`config.mk`:
```
export PLATFORM = sky130hd
export DESIGN_NAME = sevq_top
export DESIGN_NICKNAME = d
export VERILOG_FILES = /design/src/design/sevq_pkg.sv /design/src/design/sevq_top.sv
export SDC_FILE = /design/constraint.sdc
export NUM_CORES = 2
export LEC_CHECK = 0
export BUFFER_PORTS_ARGS = -buffer_cell sky130_fd_sc_hd__buf_2
export CAP_MARGIN = 5
export CORE_MARGIN = 1
export CORE_UTILIZATION = 40
export CTS_BUF_LIST = sky130_fd_sc_hd__clkbuf_2 sky130_fd_sc_hd__clkbuf_4 sky130_fd_sc_hd__clkbuf_8
export DETAILED_ROUTE_END_ITERATION = 16
export SLEW_MARGIN = 15
export SYNTH_ARGS = -nofsm -noshare
export SYNTH_HDL_FRONTEND = slang
export SYNTH_SLANG_ARGS = --single-unit
export TNS_END_PERCENT = 10
```
`constraint.sdc`:
```
create_clock -name clk -period 10.56 [get_ports clk]
set_input_delay 1.056 -clock clk [delete_from_list [all_inputs] [get_ports clk]]
set_output_delay 1.056 -clock clk [all_outputs]
set_load 0.01 [all_outputs]
```
`src/design/sevq_pkg.sv`:
```
// Package: register map, fields, reset values and carriers of the status block
// Summary of operation
// RULE1 - An event sets its event register bit, which stays set until read or cleared.
// RULE2 - Reading an event register returns its contents, then clears that register.
// RULE3 - Power-up and clear-status clear all event registers; preset leaves them.
// RULE4 - Summary bit is OR of event AND enable; it drives a status byte bit.
// RULE5 - Enable registers are 16 bits, written 0 to FFFF, and read back.
// RULE6 - Writing 0 to an enable register clears all its bits.
// RULE7 - Power-up and preset clear enable registers; clear-status leaves them.
// RULE8 - Output queue is a FIFO; message-available bit tracks non-empty.
// RULE9 - Reading a message from the output queue removes it.
// RULE10 - Host sends the query first, then reads the output queue.
// RULE11 - A queued error sets error-available; it clears when the queue empties.
// RULE12 - Error queue holds ten entries; one read returns and removes oldest.
// RULE13 - When the error queue fills, the last slot gets overflow code 350.
// RULE14 - Reading an empty error queue returns code 0, no error.
// RULE15 - Entries carry signed codes: negative standard, positive vendor defined.
// RULE16 - Power-up enables error codes, disables status codes; resets keep filter.
// RULE17 - Enable list admits only listed ranges; disable list removes listed ones.
// RULE18 - An enable list with no ranges blocks every message.
// RULE19 - Queue reads: next, all with clear, count without removal, and clear. The all read here returns only the oldest entry.
// RULE20 - Power-up and clear-status empty the error queue; preset leaves it.
// RULE21 - Status byte: error-available at bit 2, master summary at bit 6.
// RULE22 - Once overflow holds the last slot, new messages drop until space frees.
package sevq_pkg;

  // Register byte offsets
  localparam logic [7:0] EV_BASE     = 8'h00; // Four event registers, RC
  localparam logic [7:0] EN_BASE     = 8'h10; // Four enable registers, RW
  localparam logic [7:0] STB_OFF     = 8'h20; // Status byte, RO
  localparam logic [7:0] CMD_OFF     = 8'h24; // Command strobes, WO
  localparam logic [7:0] FRANGE_OFF  = 8'h28; // Filter range lo/hi, RW
  localparam logic [7:0] OQ_DATA_OFF = 8'h2C; // Output queue head, pops
  localparam logic [7:0] OQ_CNT_OFF  = 8'h30; // Output queue count, RO
  localparam logic [7:0] EQ_NEXT_OFF = 8'h34; // Error queue head, pops
  localparam logic [7:0] EQ_ALL_OFF  = 8'h38; // Error queue head, clears all
  localparam logic [7:0] EQ_CNT_OFF  = 8'h3C; // Error queue count, RO

  // Command register bits
  localparam int CMD_CLS     = 0; // Clear status
  localparam int CMD_PRESET  = 1; // Status preset
  localparam int CMD_EQ_CLR  = 2; // Clear error queue
  localparam int CMD_FEN_CLR = 3; // Start a new enable list (empties filter)
  localparam int CMD_FEN_ADD = 4; // Add range to enabled set
  localparam int CMD_FDIS    = 5; // Add range to disabled set

  // Status byte bit positions
  localparam int STB_MEAS = 0;
  localparam int STB_EAV  = 2;
  localparam int STB_QUES = 3;
  localparam int STB_MAV  = 4;
  localparam int STB_ESB  = 5;
  localparam int STB_MSS  = 6;
  localparam int STB_OPER = 7;

  // Event register set indices and the query-error bit of standard event
  localparam int EV_STD  = 0;
  localparam int EV_OPER = 1;
  localparam int EV_MEAS = 2;
  localparam int EV_QUES = 3;
  localparam int EV_N    = 4;
  localparam int STD_QYE = 2;

  // Reset values and queue figures
  localparam logic [15:0] EV_RST   = 16'h0000;
  localparam logic [15:0] EN_RST   = 16'h0000;
  localparam int          EQ_DEPTH = 10;
  localparam int          OQ_DEPTH = 8;
  localparam int          OQ_W     = 32;
  localparam int          FILT_N   = 8;

  // Signed message codes
  typedef logic signed [15:0] sevq_code_t;
  localparam sevq_code_t CODE_OVERFLOW = 16'sd350;
  localparam sevq_code_t CODE_NONE     = 16'sd0;
  localparam sevq_code_t ERR_LO_RST    = -16'sd32768;
  localparam sevq_code_t ERR_HI_RST    = -16'sd1;

  typedef logic [15:0] sevq_word_t;

  // Incoming error or status message
  typedef struct packed {
    logic       valid;
    sevq_code_t code;
  } sevq_err_t;

  // One filter range slot
  typedef struct packed {
    logic       vld;
    logic       dis;
    sevq_code_t lo;
    sevq_code_t hi;
  } sevq_filt_t;

  localparam sevq_filt_t FILT_EMPTY = '{1'b0, 1'b0, 16'sd0, 16'sd0};
  localparam sevq_filt_t FILT_ERR_ALL = '{1'b1, 1'b0, ERR_LO_RST, ERR_HI_RST};

endpackage

```
`src/design/sevq_top.sv`:
```
// Status event registers, enable masks, output queue and error queue on APB
//
// Added by the designer: the placing of the registers and the APB interface to the registers.
`timescale 1ns/1ns
`default_nettype none
module sevq_top
  import sevq_pkg::*;
#(
  parameter int OQ_DEP = OQ_DEPTH,
  parameter int OQ_WID = OQ_W,
  parameter int EQ_DEP = EQ_DEPTH
) (
  // Clock and reset
  input  wire logic                clk,
  input  wire logic                reset_n,
  // APB slave
  input  wire logic                psel,
  input  wire logic                penable,
  input  wire logic                pwrite,
  input  wire logic [7:0]          paddr,
  input  wire logic [31:0]         pwdata,
  output logic      [31:0]         prdata,
  output logic                     pready,
  output logic                     pslverr,
  // Event sources, one pulse or level per bit
  input  wire sevq_word_t [EV_N-1:0] ev_set,
  // Response messages into the output queue
  input  wire logic                oq_push,
  input  wire logic [OQ_WID-1:0]   oq_data,
  output logic                     oq_full,
  // Error and status messages
  input  wire sevq_err_t           err_in,
  // Status byte
  output logic [7:0]               status_byte
);

  localparam int OQ_PW = (OQ_DEP > 1) ? $clog2(OQ_DEP) : 1;
  localparam int OQ_CW = $clog2(OQ_DEP + 1);
  localparam int EQ_PW = $clog2(EQ_DEP);
  localparam int EQ_CW = $clog2(EQ_DEP + 1);

  // Refuse sizes the logic cannot serve: pointers go through an 8-bit
  // wrap helper, queue words must fit the bus, slot count fits 4 bits
  if (OQ_DEP < 2 || OQ_DEP > 256) begin : g_bad_oq_dep
    $error("sevq_top: output queue depth out of range");
  end
  if (OQ_WID < 1 || OQ_WID > 32) begin : g_bad_oq_wid
    $error("sevq_top: output queue width out of range");
  end
  if (EQ_DEP < 2 || EQ_DEP > 256) begin : g_bad_eq_dep
    $error("sevq_top: error queue depth out of range");
  end
  if (FILT_N > 15) begin : g_bad_filt
    $error("sevq_top: too many filter slots for the slot counter");
  end

  // Next pointer with wrap for any depth
  function automatic logic [7:0] wrap_inc(input logic [7:0] p,
                                          input int dep);
    wrap_inc = (int'(p) == dep - 1) ? 8'h00 : p + 8'h01;
  endfunction

  // True when a code falls in an enabled range and no disabled range
  function automatic logic code_pass(input sevq_code_t c,
                                     input sevq_filt_t t [FILT_N]);
    logic en;
    logic dis;
    en  = 1'b0;
    dis = 1'b0;
    for (int k = 0; k < FILT_N; k++) begin
      if (t[k].vld && c >= t[k].lo && c <= t[k].hi) begin
        if (t[k].dis) begin
          dis = 1'b1;
        end else begin
          en = 1'b1;
        end
      end
    end
    code_pass = en && !dis;
  endfunction

  // Bus answer, register state and queue storage
  logic [31:0]      prdata_q;
  logic             pready_q;
  logic             pslverr_q;
  logic             rd_ok_q;
  logic [7:0]       stb_q;
  sevq_word_t       ev_q [EV_N];
  sevq_word_t       en_q [EV_N];
  sevq_word_t       ev_in [EV_N];
  logic [31:0]      frange_q;
  sevq_filt_t       filt_q [FILT_N];
  logic [3:0]       fcnt_q;
  logic [OQ_WID-1:0] oq_mem [OQ_DEP];
  logic [OQ_PW-1:0] oq_rd_q;
  logic [OQ_PW-1:0] oq_wr_q;
  logic [OQ_CW-1:0] oq_cnt_q;
  logic             oq_full_q;
  sevq_code_t       eq_mem [EQ_DEP];
  logic [EQ_PW-1:0] eq_rd_q;
  logic [EQ_PW-1:0] eq_wr_q;
  logic [EQ_CW-1:0] eq_cnt_q;
  logic [31:0]      rd_data_d;
  logic             rd_ok_d;
  logic             map_ok_d;
  logic [EV_N-1:0]  summ;

  // Bus phases: setup loads read data, access completes with pready
  // Side effects happen only at the edge that completes the access
  wire logic setup = psel && !penable;
  wire logic acc   = psel && penable && pready_q;
  wire logic wr    = acc && pwrite;
  wire logic rd    = acc && !pwrite;
  wire logic cmd_w = wr && paddr == CMD_OFF;
  wire logic cls   = cmd_w && pwdata[CMD_CLS];
  wire logic pre   = cmd_w && pwdata[CMD_PRESET];

  // Read mux and address check, evaluated during setup
  always_comb begin
    rd_data_d = 32'h0000_0000;
    rd_ok_d   = 1'b1;
    map_ok_d  = 1'b1;
    case (paddr)
      EV_BASE:            rd_data_d = {16'h0000, ev_q[0]};
      EV_BASE + 8'h04:    rd_data_d = {16'h0000, ev_q[1]};
      EV_BASE + 8'h08:    rd_data_d = {16'h0000, ev_q[2]};
      EV_BASE + 8'h0C:    rd_data_d = {16'h0000, ev_q[3]};
      EN_BASE:            rd_data_d = {16'h0000, en_q[0]}; // [RULE5]
      EN_BASE + 8'h04:    rd_data_d = {16'h0000, en_q[1]};
      EN_BASE + 8'h08:    rd_data_d = {16'h0000, en_q[2]};
      EN_BASE + 8'h0C:    rd_data_d = {16'h0000, en_q[3]};
      STB_OFF:            rd_data_d = {24'h000000, stb_q};
      CMD_OFF:            rd_data_d = 32'h0000_0000;
      FRANGE_OFF:         rd_data_d = frange_q;
      OQ_DATA_OFF: begin
        rd_ok_d   = oq_cnt_q != '0;
        rd_data_d = rd_ok_d ? 32'(oq_mem[oq_rd_q]) : 32'h0000_0000;
      end
      OQ_CNT_OFF:         rd_data_d = 32'(oq_cnt_q);
      EQ_NEXT_OFF, EQ_ALL_OFF: begin
        // Empty queue answers with the no-error code
        rd_ok_d   = eq_cnt_q != '0;
        rd_data_d = rd_ok_d ? {{16{eq_mem[eq_rd_q][15]}}, eq_mem[eq_rd_q]}
                            : {{16{CODE_NONE[15]}}, CODE_NONE}; // [RULE14] [RULE15]
      end
      EQ_CNT_OFF:         rd_data_d = 32'(eq_cnt_q); // [RULE19]
      default:            map_ok_d = 1'b0;
    endcase
    // Writes reach only the enable, command and range registers
    if (pwrite && !(paddr[7:4] == EN_BASE[7:4] || paddr == CMD_OFF ||
                    paddr == FRANGE_OFF)) begin
      map_ok_d = 1'b0;
    end
  end

  // APB answer: one setup cycle, one access cycle, data from flip-flops
  always_ff @(posedge clk or negedge reset_n) begin
    if (!reset_n) begin
      pready_q  <= 1'b0;
      pslverr_q <= 1'b0;
      prdata_q  <= 32'h0000_0000;
      rd_ok_q   <= 1'b0;
    end else begin
      pready_q  <= setup;
      pslverr_q <= setup && !map_ok_d;
      if (setup) begin
        prdata_q <= pwrite ? 32'h0000_0000 : rd_data_d;
        rd_ok_q  <= rd_ok_d;
      end
    end
  end

  // Event registers latch sources; a read clears only the bits it returned
  for (genvar i = 0; i < EV_N; i++) begin : g_ev
    wire logic rd_me = rd && paddr == 8'(EV_BASE + 8'(4 * i));
    // Reading an empty output queue raises the query-error event
    wire logic qye   = (i == EV_STD) && rd && paddr == OQ_DATA_OFF &&
                       !rd_ok_q;
    always_comb begin
      ev_in[i] = ev_set[i];
      ev_in[i][STD_QYE] = ev_set[i][STD_QYE] | qye;
    end
    always_ff @(posedge clk or negedge reset_n) begin
      if (!reset_n) begin
        ev_q[i] <= EV_RST; // [RULE3]
      end else if (cls) begin
        ev_q[i] <= ev_in[i]; // [RULE3] new events win over the clear
      end else if (rd_me) begin
        ev_q[i] <= (ev_q[i] & ~prdata_q[15:0]) | ev_in[i]; // [RULE2]
      end else begin
        ev_q[i] <= ev_q[i] | ev_in[i]; // [RULE1]
      end
    end
    // Summary of enabled events
    assign summ[i] = |(ev_q[i] & en_q[i]); // [RULE4]
  end

  // Enable registers: whole 16-bit value written, preset clears
  for (genvar i = 0; i < EV_N; i++) begin : g_en
    always_ff @(posedge clk or negedge reset_n) begin
      if (!reset_n) begin
        en_q[i] <= EN_RST; // [RULE7]
      end else if (pre) begin
        en_q[i] <= EN_RST; // [RULE7]
      end else if (wr && paddr == 8'(EN_BASE + 8'(4 * i))) begin
        en_q[i] <= pwdata[15:0]; // [RULE5] [RULE6]
      end
    end
  end

  // Filter range staging register
  always_ff @(posedge clk or negedge reset_n) begin
    if (!reset_n) begin
      frange_q <= 32'h0000_0000;
    end else if (wr && paddr == FRANGE_OFF) begin
      frange_q <= pwdata;
    end
  end

  // Message filter: list of enable and disable ranges, kept over clear-status and preset
  always_ff @(posedge clk or negedge reset_n) begin
    if (!reset_n) begin
      for (int k = 0; k < FILT_N; k++) begin
        filt_q[k] <= (k == 0) ? FILT_ERR_ALL : FILT_EMPTY; // [RULE16]
      end
      fcnt_q <= 4'h1;
    // Adds past the last slot are ignored; an add with a new list uses slot 0
    end else if (cmd_w) begin
      if (pwdata[CMD_FEN_CLR]) begin
        for (int k = 0; k < FILT_N; k++) begin
          filt_q[k] <= FILT_EMPTY; // [RULE17] [RULE18]
        end
        fcnt_q <= 4'h0;
      end
      if ((pwdata[CMD_FEN_ADD] || pwdata[CMD_FDIS]) &&
          (pwdata[CMD_FEN_CLR] || int'(fcnt_q) < FILT_N)) begin
        filt_q[pwdata[CMD_FEN_CLR] ? 0 : int'(fcnt_q)] <=
          '{1'b1, pwdata[CMD_FDIS], frange_q[15:0], frange_q[31:16]}; // [RULE17]
        fcnt_q <= pwdata[CMD_FEN_CLR] ? 4'h1 : fcnt_q + 4'h1;
      end
    end
  end

  // Error queue control
  wire logic eq_pop = rd && paddr == EQ_NEXT_OFF && rd_ok_q; // [RULE12]
  wire logic eq_clr = cls || (cmd_w && pwdata[CMD_EQ_CLR]) ||
                      (rd && paddr == EQ_ALL_OFF); // [RULE19] [RULE20]
  // Occupancy after this cycle's pop or clear, so a push may use the room
  wire logic [EQ_CW-1:0] eq_eff = eq_clr ? '0 :
                                  eq_cnt_q - EQ_CW'(eq_pop);
  wire logic eq_push = err_in.valid && code_pass(err_in.code, filt_q) &&
                       int'(eq_eff) < EQ_DEP; // [RULE22]
  // The push that would fill the queue stores the overflow marker instead
  wire logic eq_last = int'(eq_eff) == EQ_DEP - 1;
  wire logic [EQ_PW-1:0] eq_wslot = eq_clr ? '0 : eq_wr_q;

  // Error queue storage: the final free slot takes the overflow marker
  always_ff @(posedge clk) begin
    if (eq_push) begin
      eq_mem[eq_wslot] <= eq_last ? CODE_OVERFLOW : err_in.code; // [RULE13]
    end
  end

  // Error queue pointers and count
  always_ff @(posedge clk or negedge reset_n) begin
    if (!reset_n) begin
      eq_rd_q  <= '0; // [RULE20]
      eq_wr_q  <= '0;
      eq_cnt_q <= '0;
    end else begin
      eq_cnt_q <= eq_eff + EQ_CW'(eq_push);
      if (eq_clr) begin
        eq_rd_q <= '0;
      end else if (eq_pop) begin
        eq_rd_q <= EQ_PW'(wrap_inc(8'(eq_rd_q), EQ_DEP)); // [RULE12]
      end
      if (eq_push) begin
        eq_wr_q <= EQ_PW'(wrap_inc(8'(eq_wslot), EQ_DEP));
      end else if (eq_clr) begin
        eq_wr_q <= '0;
      end
    end
  end

  // Output queue control
  wire logic oq_pop = rd && paddr == OQ_DATA_OFF && rd_ok_q; // [RULE9]
  wire logic oq_in  = oq_push && int'(oq_cnt_q) < OQ_DEP;
  // Pushes while full are dropped, even with a pop; below full, a push and a pop together keep the count
  wire logic [OQ_CW-1:0] oq_nxt = oq_cnt_q + OQ_CW'(oq_in) -
                                  OQ_CW'(oq_pop);

  // Output queue storage
  always_ff @(posedge clk) begin
    if (oq_in) begin
      oq_mem[oq_wr_q] <= oq_data; // [RULE8]
    end
  end

  // Output queue pointers, count and full flag
  always_ff @(posedge clk or negedge reset_n) begin
    if (!reset_n) begin
      oq_rd_q   <= '0;
      oq_wr_q   <= '0;
      oq_cnt_q  <= '0;
      oq_full_q <= 1'b0;
    end else begin
      oq_cnt_q  <= oq_nxt;
      oq_full_q <= int'(oq_nxt) == OQ_DEP;
      if (oq_in) begin
        oq_wr_q <= OQ_PW'(wrap_inc(8'(oq_wr_q), OQ_DEP));
      end
      if (oq_pop) begin
        oq_rd_q <= OQ_PW'(wrap_inc(8'(oq_rd_q), OQ_DEP)); // [RULE9]
      end
    end
  end

  // Status byte from summaries and queue occupancy
  always_ff @(posedge clk or negedge reset_n) begin
    if (!reset_n) begin
      stb_q <= 8'h00;
    end else begin
      stb_q           <= 8'h00;
      stb_q[STB_MEAS] <= summ[EV_MEAS]; // [RULE4]
      stb_q[STB_QUES] <= summ[EV_QUES];
      stb_q[STB_ESB]  <= summ[EV_STD];
      stb_q[STB_OPER] <= summ[EV_OPER];
      stb_q[STB_EAV]  <= eq_cnt_q != '0; // [RULE11] [RULE21]
      stb_q[STB_MAV]  <= oq_cnt_q != '0; // [RULE8]
      stb_q[STB_MSS]  <= (|summ) || eq_cnt_q != '0 ||
                         oq_cnt_q != '0; // [RULE21]
    end
  end

  // Outputs straight from their flip-flops
  assign prdata      = prdata_q;
  assign pready      = pready_q;
  assign pslverr     = pslverr_q;
  assign oq_full     = oq_full_q;
  assign status_byte = stb_q;

endmodule
`default_nettype wire

```
; ---- Word level (Yosys, flattened, before mapping)
; Memories as Yosys holds them, arrays and structs flattened.
; Index checks and enable logic that the tools add are counted.
[word_totals]
regBits = 501
ram_bits = 416
in_bits = 159
output_inout_bits = 43
n_memories = 2
[mem_list]
columns = name, words, width, read_ports, rd_clocked_by_memory_dff, wr, line_no
row1 = oq_mem, 8, 32, 1, 0, 1, sevq_top.sv:94  ; logic [OQ_WID-1:0] oq_mem [OQ_DEP];
row2 = eq_mem, 10, 16, 1, 0, 1, sevq_top.sv:99  ; sevq_code_t eq_mem [EQ_DEP];
[classes]
addsub = 9
magnitude_cmp = 21
eq_ne = 22
muxes = 79
n_bitwise = 19
n_reduce_logical = 79
[op_table]
columns = operator, n
row1 = 272-bit two-way mux, 3
row2 = 32-bit one-hot mux with 14 select lines, 1
row3 = 272-bit bitwise mux, 1
row4 = 16-bit two-way mux, 17
row5 = 16-bit bitwise AND, 8
row6 = 16-bit greater-or-equal comparator, 8
row7 = 16-bit less-or-equal comparator, 8
row8 = 16-bit OR, 8
row9 = 34-bit demux with 3-bit select, 1
row10 = 32-bit two-way mux, 3
row11 = 16-bit OR reduction, 5
row12 = "8-bit by 6-bit == test with 1-bit output, second input constant", 8
row13 = 64-bit OR reduction, 1
row14 = 1-bit logical AND, 48
row15 = 4-bit two-way mux, 11
row16 = 1-bit two-way mux, 38
row17 = 34-bit two-way mux, 1
row18 = "8-bit by 5-bit == test with 1-bit output, second input constant", 4
row19 = "32-bit by 4-bit greater-or-equal comparator with 1-bit output, second input constant", 1
row20 = "32-bit by 1-bit less-than comparator with 1-bit output, second input constant", 1
row21 = 4-bit inverter with 32-bit output, 1
row22 = "4-bit == test, second input constant", 4
row23 = "8-bit by 4-bit == test with 1-bit output, second input constant", 2
row24 = 16-bit inverter, 1
row25 = other kinds (18), 45

; ---- Depth between registers and ports, before layout
[logic_depth]
ltp_word = 24
ltp_mapped = 19
mapped_depth_nobuf = 18

; ---- Least setup slack after synthesis
; No wires, ideal clock.
[synth_timing]
path_kind = input -> register
from = input port err_in[0] (netlist name)
to = memory eq_mem[5][0] (netlist name) (enable)
t_arrival_ps = 5236
required_ps = 10124
slack_ps = 4888
path_stages = 12
path_buffers = 0
path_cell_list = inv_1 ha_1 nor2b_1 o211ai_1 a2111oi_2 nor4_1 mux2_4 o221a_1 a221o_1 nor3_1 nand3_1 nor4b_1
[synth_between]
elab_chain_cells = 24
word_cells_on_any_way = 68
[synth_rtl]
columns = element, line_no
row1 = "start, declared", sevq_top.sv:32  ; input wire sevq_err_t err_in,
row2 = 16-bit greater-or-equal comparator, sevq_top.sv:71  ; if (t[k].vld && c >= t[k].lo && c <= t[k].hi) begin
row3 = 1-bit logical AND (2 in a row), sevq_top.sv:71
row4 = 1-bit two-way mux, sevq_top.sv:71
row5 = 1-bit two-way mux, sevq_top.sv:72  ; if (t[k].dis) begin
row6 = 1-bit two-way mux, sevq_top.sv:71
row7 = 1-bit two-way mux, sevq_top.sv:72
row8 = 1-bit two-way mux, sevq_top.sv:71
row9 = 1-bit two-way mux, sevq_top.sv:72
row10 = [... 6 more ...], n/a
row11 = 1-bit two-way mux, sevq_top.sv:71
row12 = 1-bit two-way mux, sevq_top.sv:72
row13 = 1-bit two-way mux, sevq_top.sv:71
row14 = 1-bit zero test, sevq_top.sv:79  ; code_pass = en && !dis;
row15 = 1-bit logical AND (*), sevq_top.sv:79
row16 = 1-bit logical AND (*) (2 in a row), sevq_top.sv:251  ; wire logic eq_push = err_in.valid && code_pass(err_in.code, filt_q) &&
row17 = 1-bit two-way mux (*), sevq_top.sv:259  ; if (eq_push) begin
row18 = 1-bit two-way mux (*), sevq_top.sv:260  ; eq_mem[eq_wslot] <= eq_last ? CODE_OVERFLOW : err_in.code;
row19 = "end, declared", sevq_top.sv:99
; Mark *: on every way between the ends. The rest lies on a longest branch, timed or not.

; ---- Worst setup path after layout
[layout_timing]
from = register pready_q, in the netlist pready
to = memory eq_mem[0][11] (netlist name) (enable)
[layout_between]
elab_chain_cells = 11
word_cells_on_any_way = 18
[layout_rtl]
columns = element, line_no
row1 = "start, declared", sevq_top.sv:84  ; logic pready_q;
row2 = "start signal, assigned", sevq_top.sv:164  ; pready_q <= setup;
row3 = 1-bit logical AND (*), sevq_top.sv:111  ; wire logic acc = psel && penable && pready_q;
row4 = branches (longest 10 deep; another with 4-bit by 1-bit subtractor with 4-bit output), n/a
; Mark *: on every way between the ends.

==> impl_table.tex <==
\begin{tabular}{lr}
\hline
Metric & Value \\
\hline
\multicolumn{2}{l}{\textbf{Floorplanning}} \\
\quad Area of the die & approximately 0.11 mm² \\
\quad Die Height & 334 µm \\
\quad Std cell rows & 121 \\
\quad Core area & around 0.11 mm² \\
\quad Initial standard-cell utilization of the core & 0.405 \\
\quad Die Width & roughly 330 µm \\
\quad I/O pin count & around 200 \\
\multicolumn{2}{l}{\textbf{Detailed routing}} \\
\quad Number of vias per cell after detailed routing & between 5 and 6 \\
\quad Routed Wire Length & approximately 130 mm \\
\quad Post-route DRC & 0 \\
\quad Number of vias after detailed routing & 30844 \\
\quad Number of detailed-route iterations in the first pass & 9 \\
\quad 1st-iter DRT viols & 2787 \\
\quad Wirelength per Cell & 23.3 µm \\
\quad Number of nets with antenna violations after routing & 0 \\
\multicolumn{2}{l}{\textbf{Synthesis}} \\
\quad Mean post-synth cell area & 11.9 µm² \\
\quad Post-Syn Nets & between 4000 and 5000 \\
\quad Synth Instances & around 3700 \\
\quad Number of flip-flops and latches in the synthesized netlist & approximately 900 \\
\quad Async set-or-reset flop fraction in the synthesized netlist & 0.546 \\
\quad Cell types occupying the most area after synthesis & sky130\_fd\_sc\_hd\_\_edfxtp\_1, sky130\_fd\_sc\_hd\_\_dfrtp\_1, sky130\_fd\_sc\_hd\_\_ha\_1 \\
\quad Prevailing post-synth register cell & sky130\_fd\_sc\_hd\_\_dfrtp\_1 \\
\quad Number of flops mapped to enable cells by yosys & roughly 420 \\
\quad Number of different library cells in the post-synthesis netlist & 80 \\
\quad Cell type with the largest total area after synthesis & sky130\_fd\_sc\_hd\_\_edfxtp\_1 \\
\quad Netlist area before placement & 0.0442 mm² \\
\quad Synthesis warning total & 0 \\
\quad Sequential area share after synthesis & 0.567 \\
\quad Synth top area share & 0.283 \\
\multicolumn{2}{l}{\textbf{Status}} \\
\quad Status & finished clean \\
\multicolumn{2}{l}{\textbf{Cells and area}} \\
\quad Filler cell count & around 10000 \\
\quad Cell area after layout & a little over 0.05 mm² \\
\quad Synth-to-Final Area Change & 13.8\% \\
\quad Nets & 4339 \\
\quad Fin cells & between 5000 and 6000 \\
\quad Final Util & 0.461 \\
\quad Fraction of layout instances using a drive strength above 1 & 0.201 \\
\multicolumn{2}{l}{\textbf{Worst setup path}} \\
\quad Critical path endpoint category & flip-flop \\
\quad Critical Path Start Type & flip-flop \\
\quad Reg-to-reg critical path startpoint & pready \\
\quad Cell depth of the worst flop-to-flop path & 14 \\
\quad Crit path required time & between 10 and 15 ns \\
\quad Destination of the worst register-to-register timing path & eq\_mem[0][11] \\
\quad Top fanout value on the critical path & 16 \\
\quad Arrival time at the worst endpoint & approximately 5.3 ns \\
\quad Worst reg-to-reg setup slack & about 5.7 ns \\
\quad Type of the worst setup path & reg -> reg \\
\multicolumn{2}{l}{\textbf{Clock network}} \\
\quad Clock transition at the registers of the reported paths & roughly 0.06 ns \\
\quad \# hold bufs at CTS & 0 \\
\quad Skew-Pair Late Insertion Delay & roughly 0.85 ns \\
\quad Number of setup buffers added after CTS & 0 \\
\quad Number of sinks driven by the clock tree & roughly 900 \\
\quad Number of buffers created by CTS & 161 \\
\quad H-tree Lvls & 4 \\
\quad Root Buffer & sky130\_fd\_sc\_hd\_\_clkbuf\_8 \\
\quad CTS tree & yes \\
\quad Number of instances resized during post-cts repair & 0 \\
\quad Clock tree buffer depth & 3 \\
\multicolumn{2}{l}{\textbf{Placement}} \\
\quad Cell Count Post-Placement & roughly 5200 \\
\quad Routability-driven placement congestion ratio & just over 0.9 \\
\quad Worst setup timing slack at the placement stage & approximately 4.9 ns \\
\quad Area of placed instances & 0.0468 mm² \\
\quad Detailed Place HPWL & approximately 83 mm \\
\quad Number of buffers inserted by port buffering & 200 \\
\multicolumn{2}{l}{\textbf{Timing}} \\
\quad Worst slack on hold paths & between 0.3 and 0.4 ns \\
\quad Hold Violations, Final & 0 \\
\quad Fmax & between 200 and 250 MHz \\
\quad Final number of max-transition violations & 0 \\
\quad Setup slack after layout & between 5 and 6 ns \\
\quad Portion of the clock cycle consumed by the worst path in the final layout & 0.462 \\
\quad Max-slew headroom at the worst pin & 0.258 \\
\quad Endpoints failing setup & 0 \\
\quad Final worst clock skew & between 0.05 and 0.06 ns \\
\quad Final-layout setup total negative slack & 0 ns \\
\quad Post-route minimum period & approximately 5 ns \\
\quad Unrepaired setup endpoints after global routing & false \\
\quad Actual transition at the worst max-transition pin & 1.11 ns \\
\multicolumn{2}{l}{\textbf{Power and ir drop}} \\
\quad Leakage power of the design & between 20 and 25 nW \\
\quad Sum of internal, switching and leakage power & 8.05 mW \\
\quad Maximum vdd drop & $\sim$0.00011 V \\
\quad Ratio of total power to cell area & about 160 mW/mm² \\
\multicolumn{2}{l}{\textbf{Hold path}} \\
\quad Hold crit path type & in -> async \\
\multicolumn{2}{l}{\textbf{Job}} \\
\quad Max capacitance violation total & 0 \\
\multicolumn{2}{l}{\textbf{GRT}} \\
\quad Grt ovf & 0 \\
\quad Initial antenna violation count & 10 \\
\quad All-Layer GR Usage & 0.230 \\
\quad Largest net degree at the start of global routing & roughly 160 \\
\quad Via count of the first global-routing pass & a little over 30000 \\
\quad Wire length of the first global-routing pass & slightly below 200 mm \\
\hline
\end{tabular}
## worst max path at each step
| stage | start | endpoint | depth (start not counted) |
|---|---|---|---|
| finish | pready | eq_mem[0][11] | 14 |
| global route | pready | eq_mem[0][11] | 14 |
| floorplan | err_in[0] | eq_mem[5][0] | 12 |
| CTS | pready | eq_mem[0][11] | 14 |
| detailed placement | err_in[0] | eq_mem[0][14] | 13 |
| global placement | err_in[0] | eq_mem[0][11] | 13 |
## flip-flops by register name (all words and copies together), names as in the netlist, 4 cells and up
name and cells:
eq_wr_q 4, oq_cnt_q 4, ev_q 64, status_byte 7, eq_mem 160, eq_rd_q 4
en_q 64, eq_cnt_q 4, fcnt_q 4, filt_q 272, oq_mem 256, frange_q 32
prdata 32
## report_power, final
group	internal, mW	switching (mW)	leakage, nW
Combinational	0.198	0.406	8.58
Clock	1.94	1.52	1.82
Sequential	3.90	0.0827	10.1
Total	6.04	2.01	20.5
## Yosys cell counts, types with 4 or more instances
| cell | n |
|---|---|
| sky130_fd_sc_hd__nand2_1 | 415 |
| sky130_fd_sc_hd__a31o_2 | 64 |
| sky130_fd_sc_hd__nand3b_1 | 6 |
| sky130_fd_sc_hd__a2111oi_0 | 8 |
| sky130_fd_sc_hd__and3_1 | 12 |
| sky130_fd_sc_hd__ha_1 | 272 |
| sky130_fd_sc_hd__o2111ai_1 | 5 |
| sky130_fd_sc_hd__edfxtp_1 | 416 |
| sky130_fd_sc_hd__clkbuf_1 | 185 |
| sky130_fd_sc_hd__nand3_1 | 105 |
| sky130_fd_sc_hd__or2_2 | 4 |
| sky130_fd_sc_hd__a211o_1 | 5 |
| sky130_fd_sc_hd__a222oi_1 | 9 |
| sky130_fd_sc_hd__a21oi_1 | 211 |
| sky130_fd_sc_hd__o31ai_1 | 34 |
| sky130_fd_sc_hd__a221oi_1 | 35 |
| sky130_fd_sc_hd__mux4_2 | 96 |
| sky130_fd_sc_hd__mux2_2 | 48 |
| sky130_fd_sc_hd__a22oi_1 | 68 |
| sky130_fd_sc_hd__mux2i_1 | 202 |
| sky130_fd_sc_hd__and2_1 | 15 |
| sky130_fd_sc_hd__xor2_1 | 5 |
| sky130_fd_sc_hd__buf_1 | 32 |
| sky130_fd_sc_hd__o21ai_0 | 68 |
| sky130_fd_sc_hd__nand2b_1 | 21 |
| sky130_fd_sc_hd__a21o_1 | 37 |
| sky130_fd_sc_hd__a22o_1 | 15 |
| sky130_fd_sc_hd__a211oi_1 | 48 |
| sky130_fd_sc_hd__nor3b_1 | 6 |
| sky130_fd_sc_hd__dfstp_2 | 19 |
| sky130_fd_sc_hd__nor3_1 | 54 |
| sky130_fd_sc_hd__nor2b_1 | 31 |
| sky130_fd_sc_hd__inv_1 | 277 |
| sky130_fd_sc_hd__dfrtp_1 | 482 |
| sky130_fd_sc_hd__nand4_1 | 62 |
| sky130_fd_sc_hd__a31oi_1 | 6 |
| sky130_fd_sc_hd__or4_1 | 4 |
| sky130_fd_sc_hd__nor2_1 | 233 |
| sky130_fd_sc_hd__o211ai_1 | 15 |
| sky130_fd_sc_hd__nor4_1 | 18 |
## kinds of logic after synthesis
family | count (synthesis) | share of synthesized area
AND/OR/NAND/NOR | 1001 | 0.102
flip-flops | 917 | 0.567
AO/OA/AOI/OAI | 662 | 0.102
buffers and inverters | 498 | 0.0425
multiplexers | 348 | 0.108
adder cells (fa/ha/maj) | 273 | 0.0775
XOR/XNOR | 8 | 0.00159
other | 1 | 0.0000849
## cells in the final DEF (no fill, tap or decap), types with 20 or more instances in the layout
master and n:
sky130_fd_sc_hd__nand2_1 413, sky130_fd_sc_hd__nor2_1 224, sky130_fd_sc_hd__nand3_1 104, sky130_fd_sc_hd__a21o_1 37, sky130_fd_sc_hd__mux2_2 48, sky130_fd_sc_hd__mux4_2 96, sky130_fd_sc_hd__a211oi_1 47, sky130_fd_sc_hd__a22oi_1 68
sky130_fd_sc_hd__ha_1 272, sky130_fd_sc_hd__nor2b_1 31, sky130_fd_sc_hd__clkbuf_8 188, sky130_fd_sc_hd__nand2b_1 20, sky130_fd_sc_hd__edfxtp_1 416, sky130_fd_sc_hd__dfrtp_1 478, sky130_fd_sc_hd__a21oi_1 210, sky130_fd_sc_hd__mux2i_1 202
sky130_fd_sc_hd__clkbuf_4 64, sky130_fd_sc_hd__a31o_2 64, sky130_fd_sc_hd__nand4_1 62, sky130_fd_sc_hd__o31ai_1 34, sky130_fd_sc_hd__a221oi_1 35, sky130_fd_sc_hd__buf_2 199, sky130_fd_sc_hd__nor3_1 44, sky130_fd_sc_hd__buf_4 55
sky130_fd_sc_hd__inv_1 277, sky130_fd_sc_hd__o21ai_0 68
## layer usage
| metal | vias to the layer above | global-route usage | wire (µm) |
|---|---|---|---|
| li1 | 13957 | - | - |
| met1 | 15436 | 0.319 | 56200 |
| met2 | 1182 | 0.354 | 58200 |
| met3 | 261 | 0.0448 | 9120 |
| met4 | 8 | 0.0938 | 4960 |
| met5 | - | 0 | 45 |
## worst max-delay path, stage by stage (launching register included)
cell and delay [ns]:
sky130_fd_sc_hd__dfrtp_1 0.40, sky130_fd_sc_hd__nand3_1 0.17, sky130_fd_sc_hd__nand2b_1 0.46, sky130_fd_sc_hd__nor2_1 0.10, sky130_fd_sc_hd__nand3_1 0.22, sky130_fd_sc_hd__inv_1 0.13, sky130_fd_sc_hd__ha_1 0.22, sky130_fd_sc_hd__ha_1 0.19
sky130_fd_sc_hd__xnor2_1 0.31, sky130_fd_sc_hd__a21oi_1 0.11, sky130_fd_sc_hd__a21boi_0 0.47, sky130_fd_sc_hd__o2111ai_1 0.23, sky130_fd_sc_hd__nor3_1 0.35, sky130_fd_sc_hd__nand2_1 0.30, sky130_fd_sc_hd__a21oi_2 0.80
## cell type report
cell class / count / area (µm²) / share of cell area
multi-input combinational: 2293 / 17500 / 0.347
sequential: 917 / 25100 / 0.498
antenna: 4 / 10.0 / 0.000199
clock buffer: 252 / 3070 / 0.0610
timing repair buffer: 256 / 1440 / 0.0287
clock inverter: 40 / 365 / 0.00726
tap: 1476 / 1850 / 0.0367
inverter: 278 / 1040 / 0.0207
(Power assumes the default switching activity.)
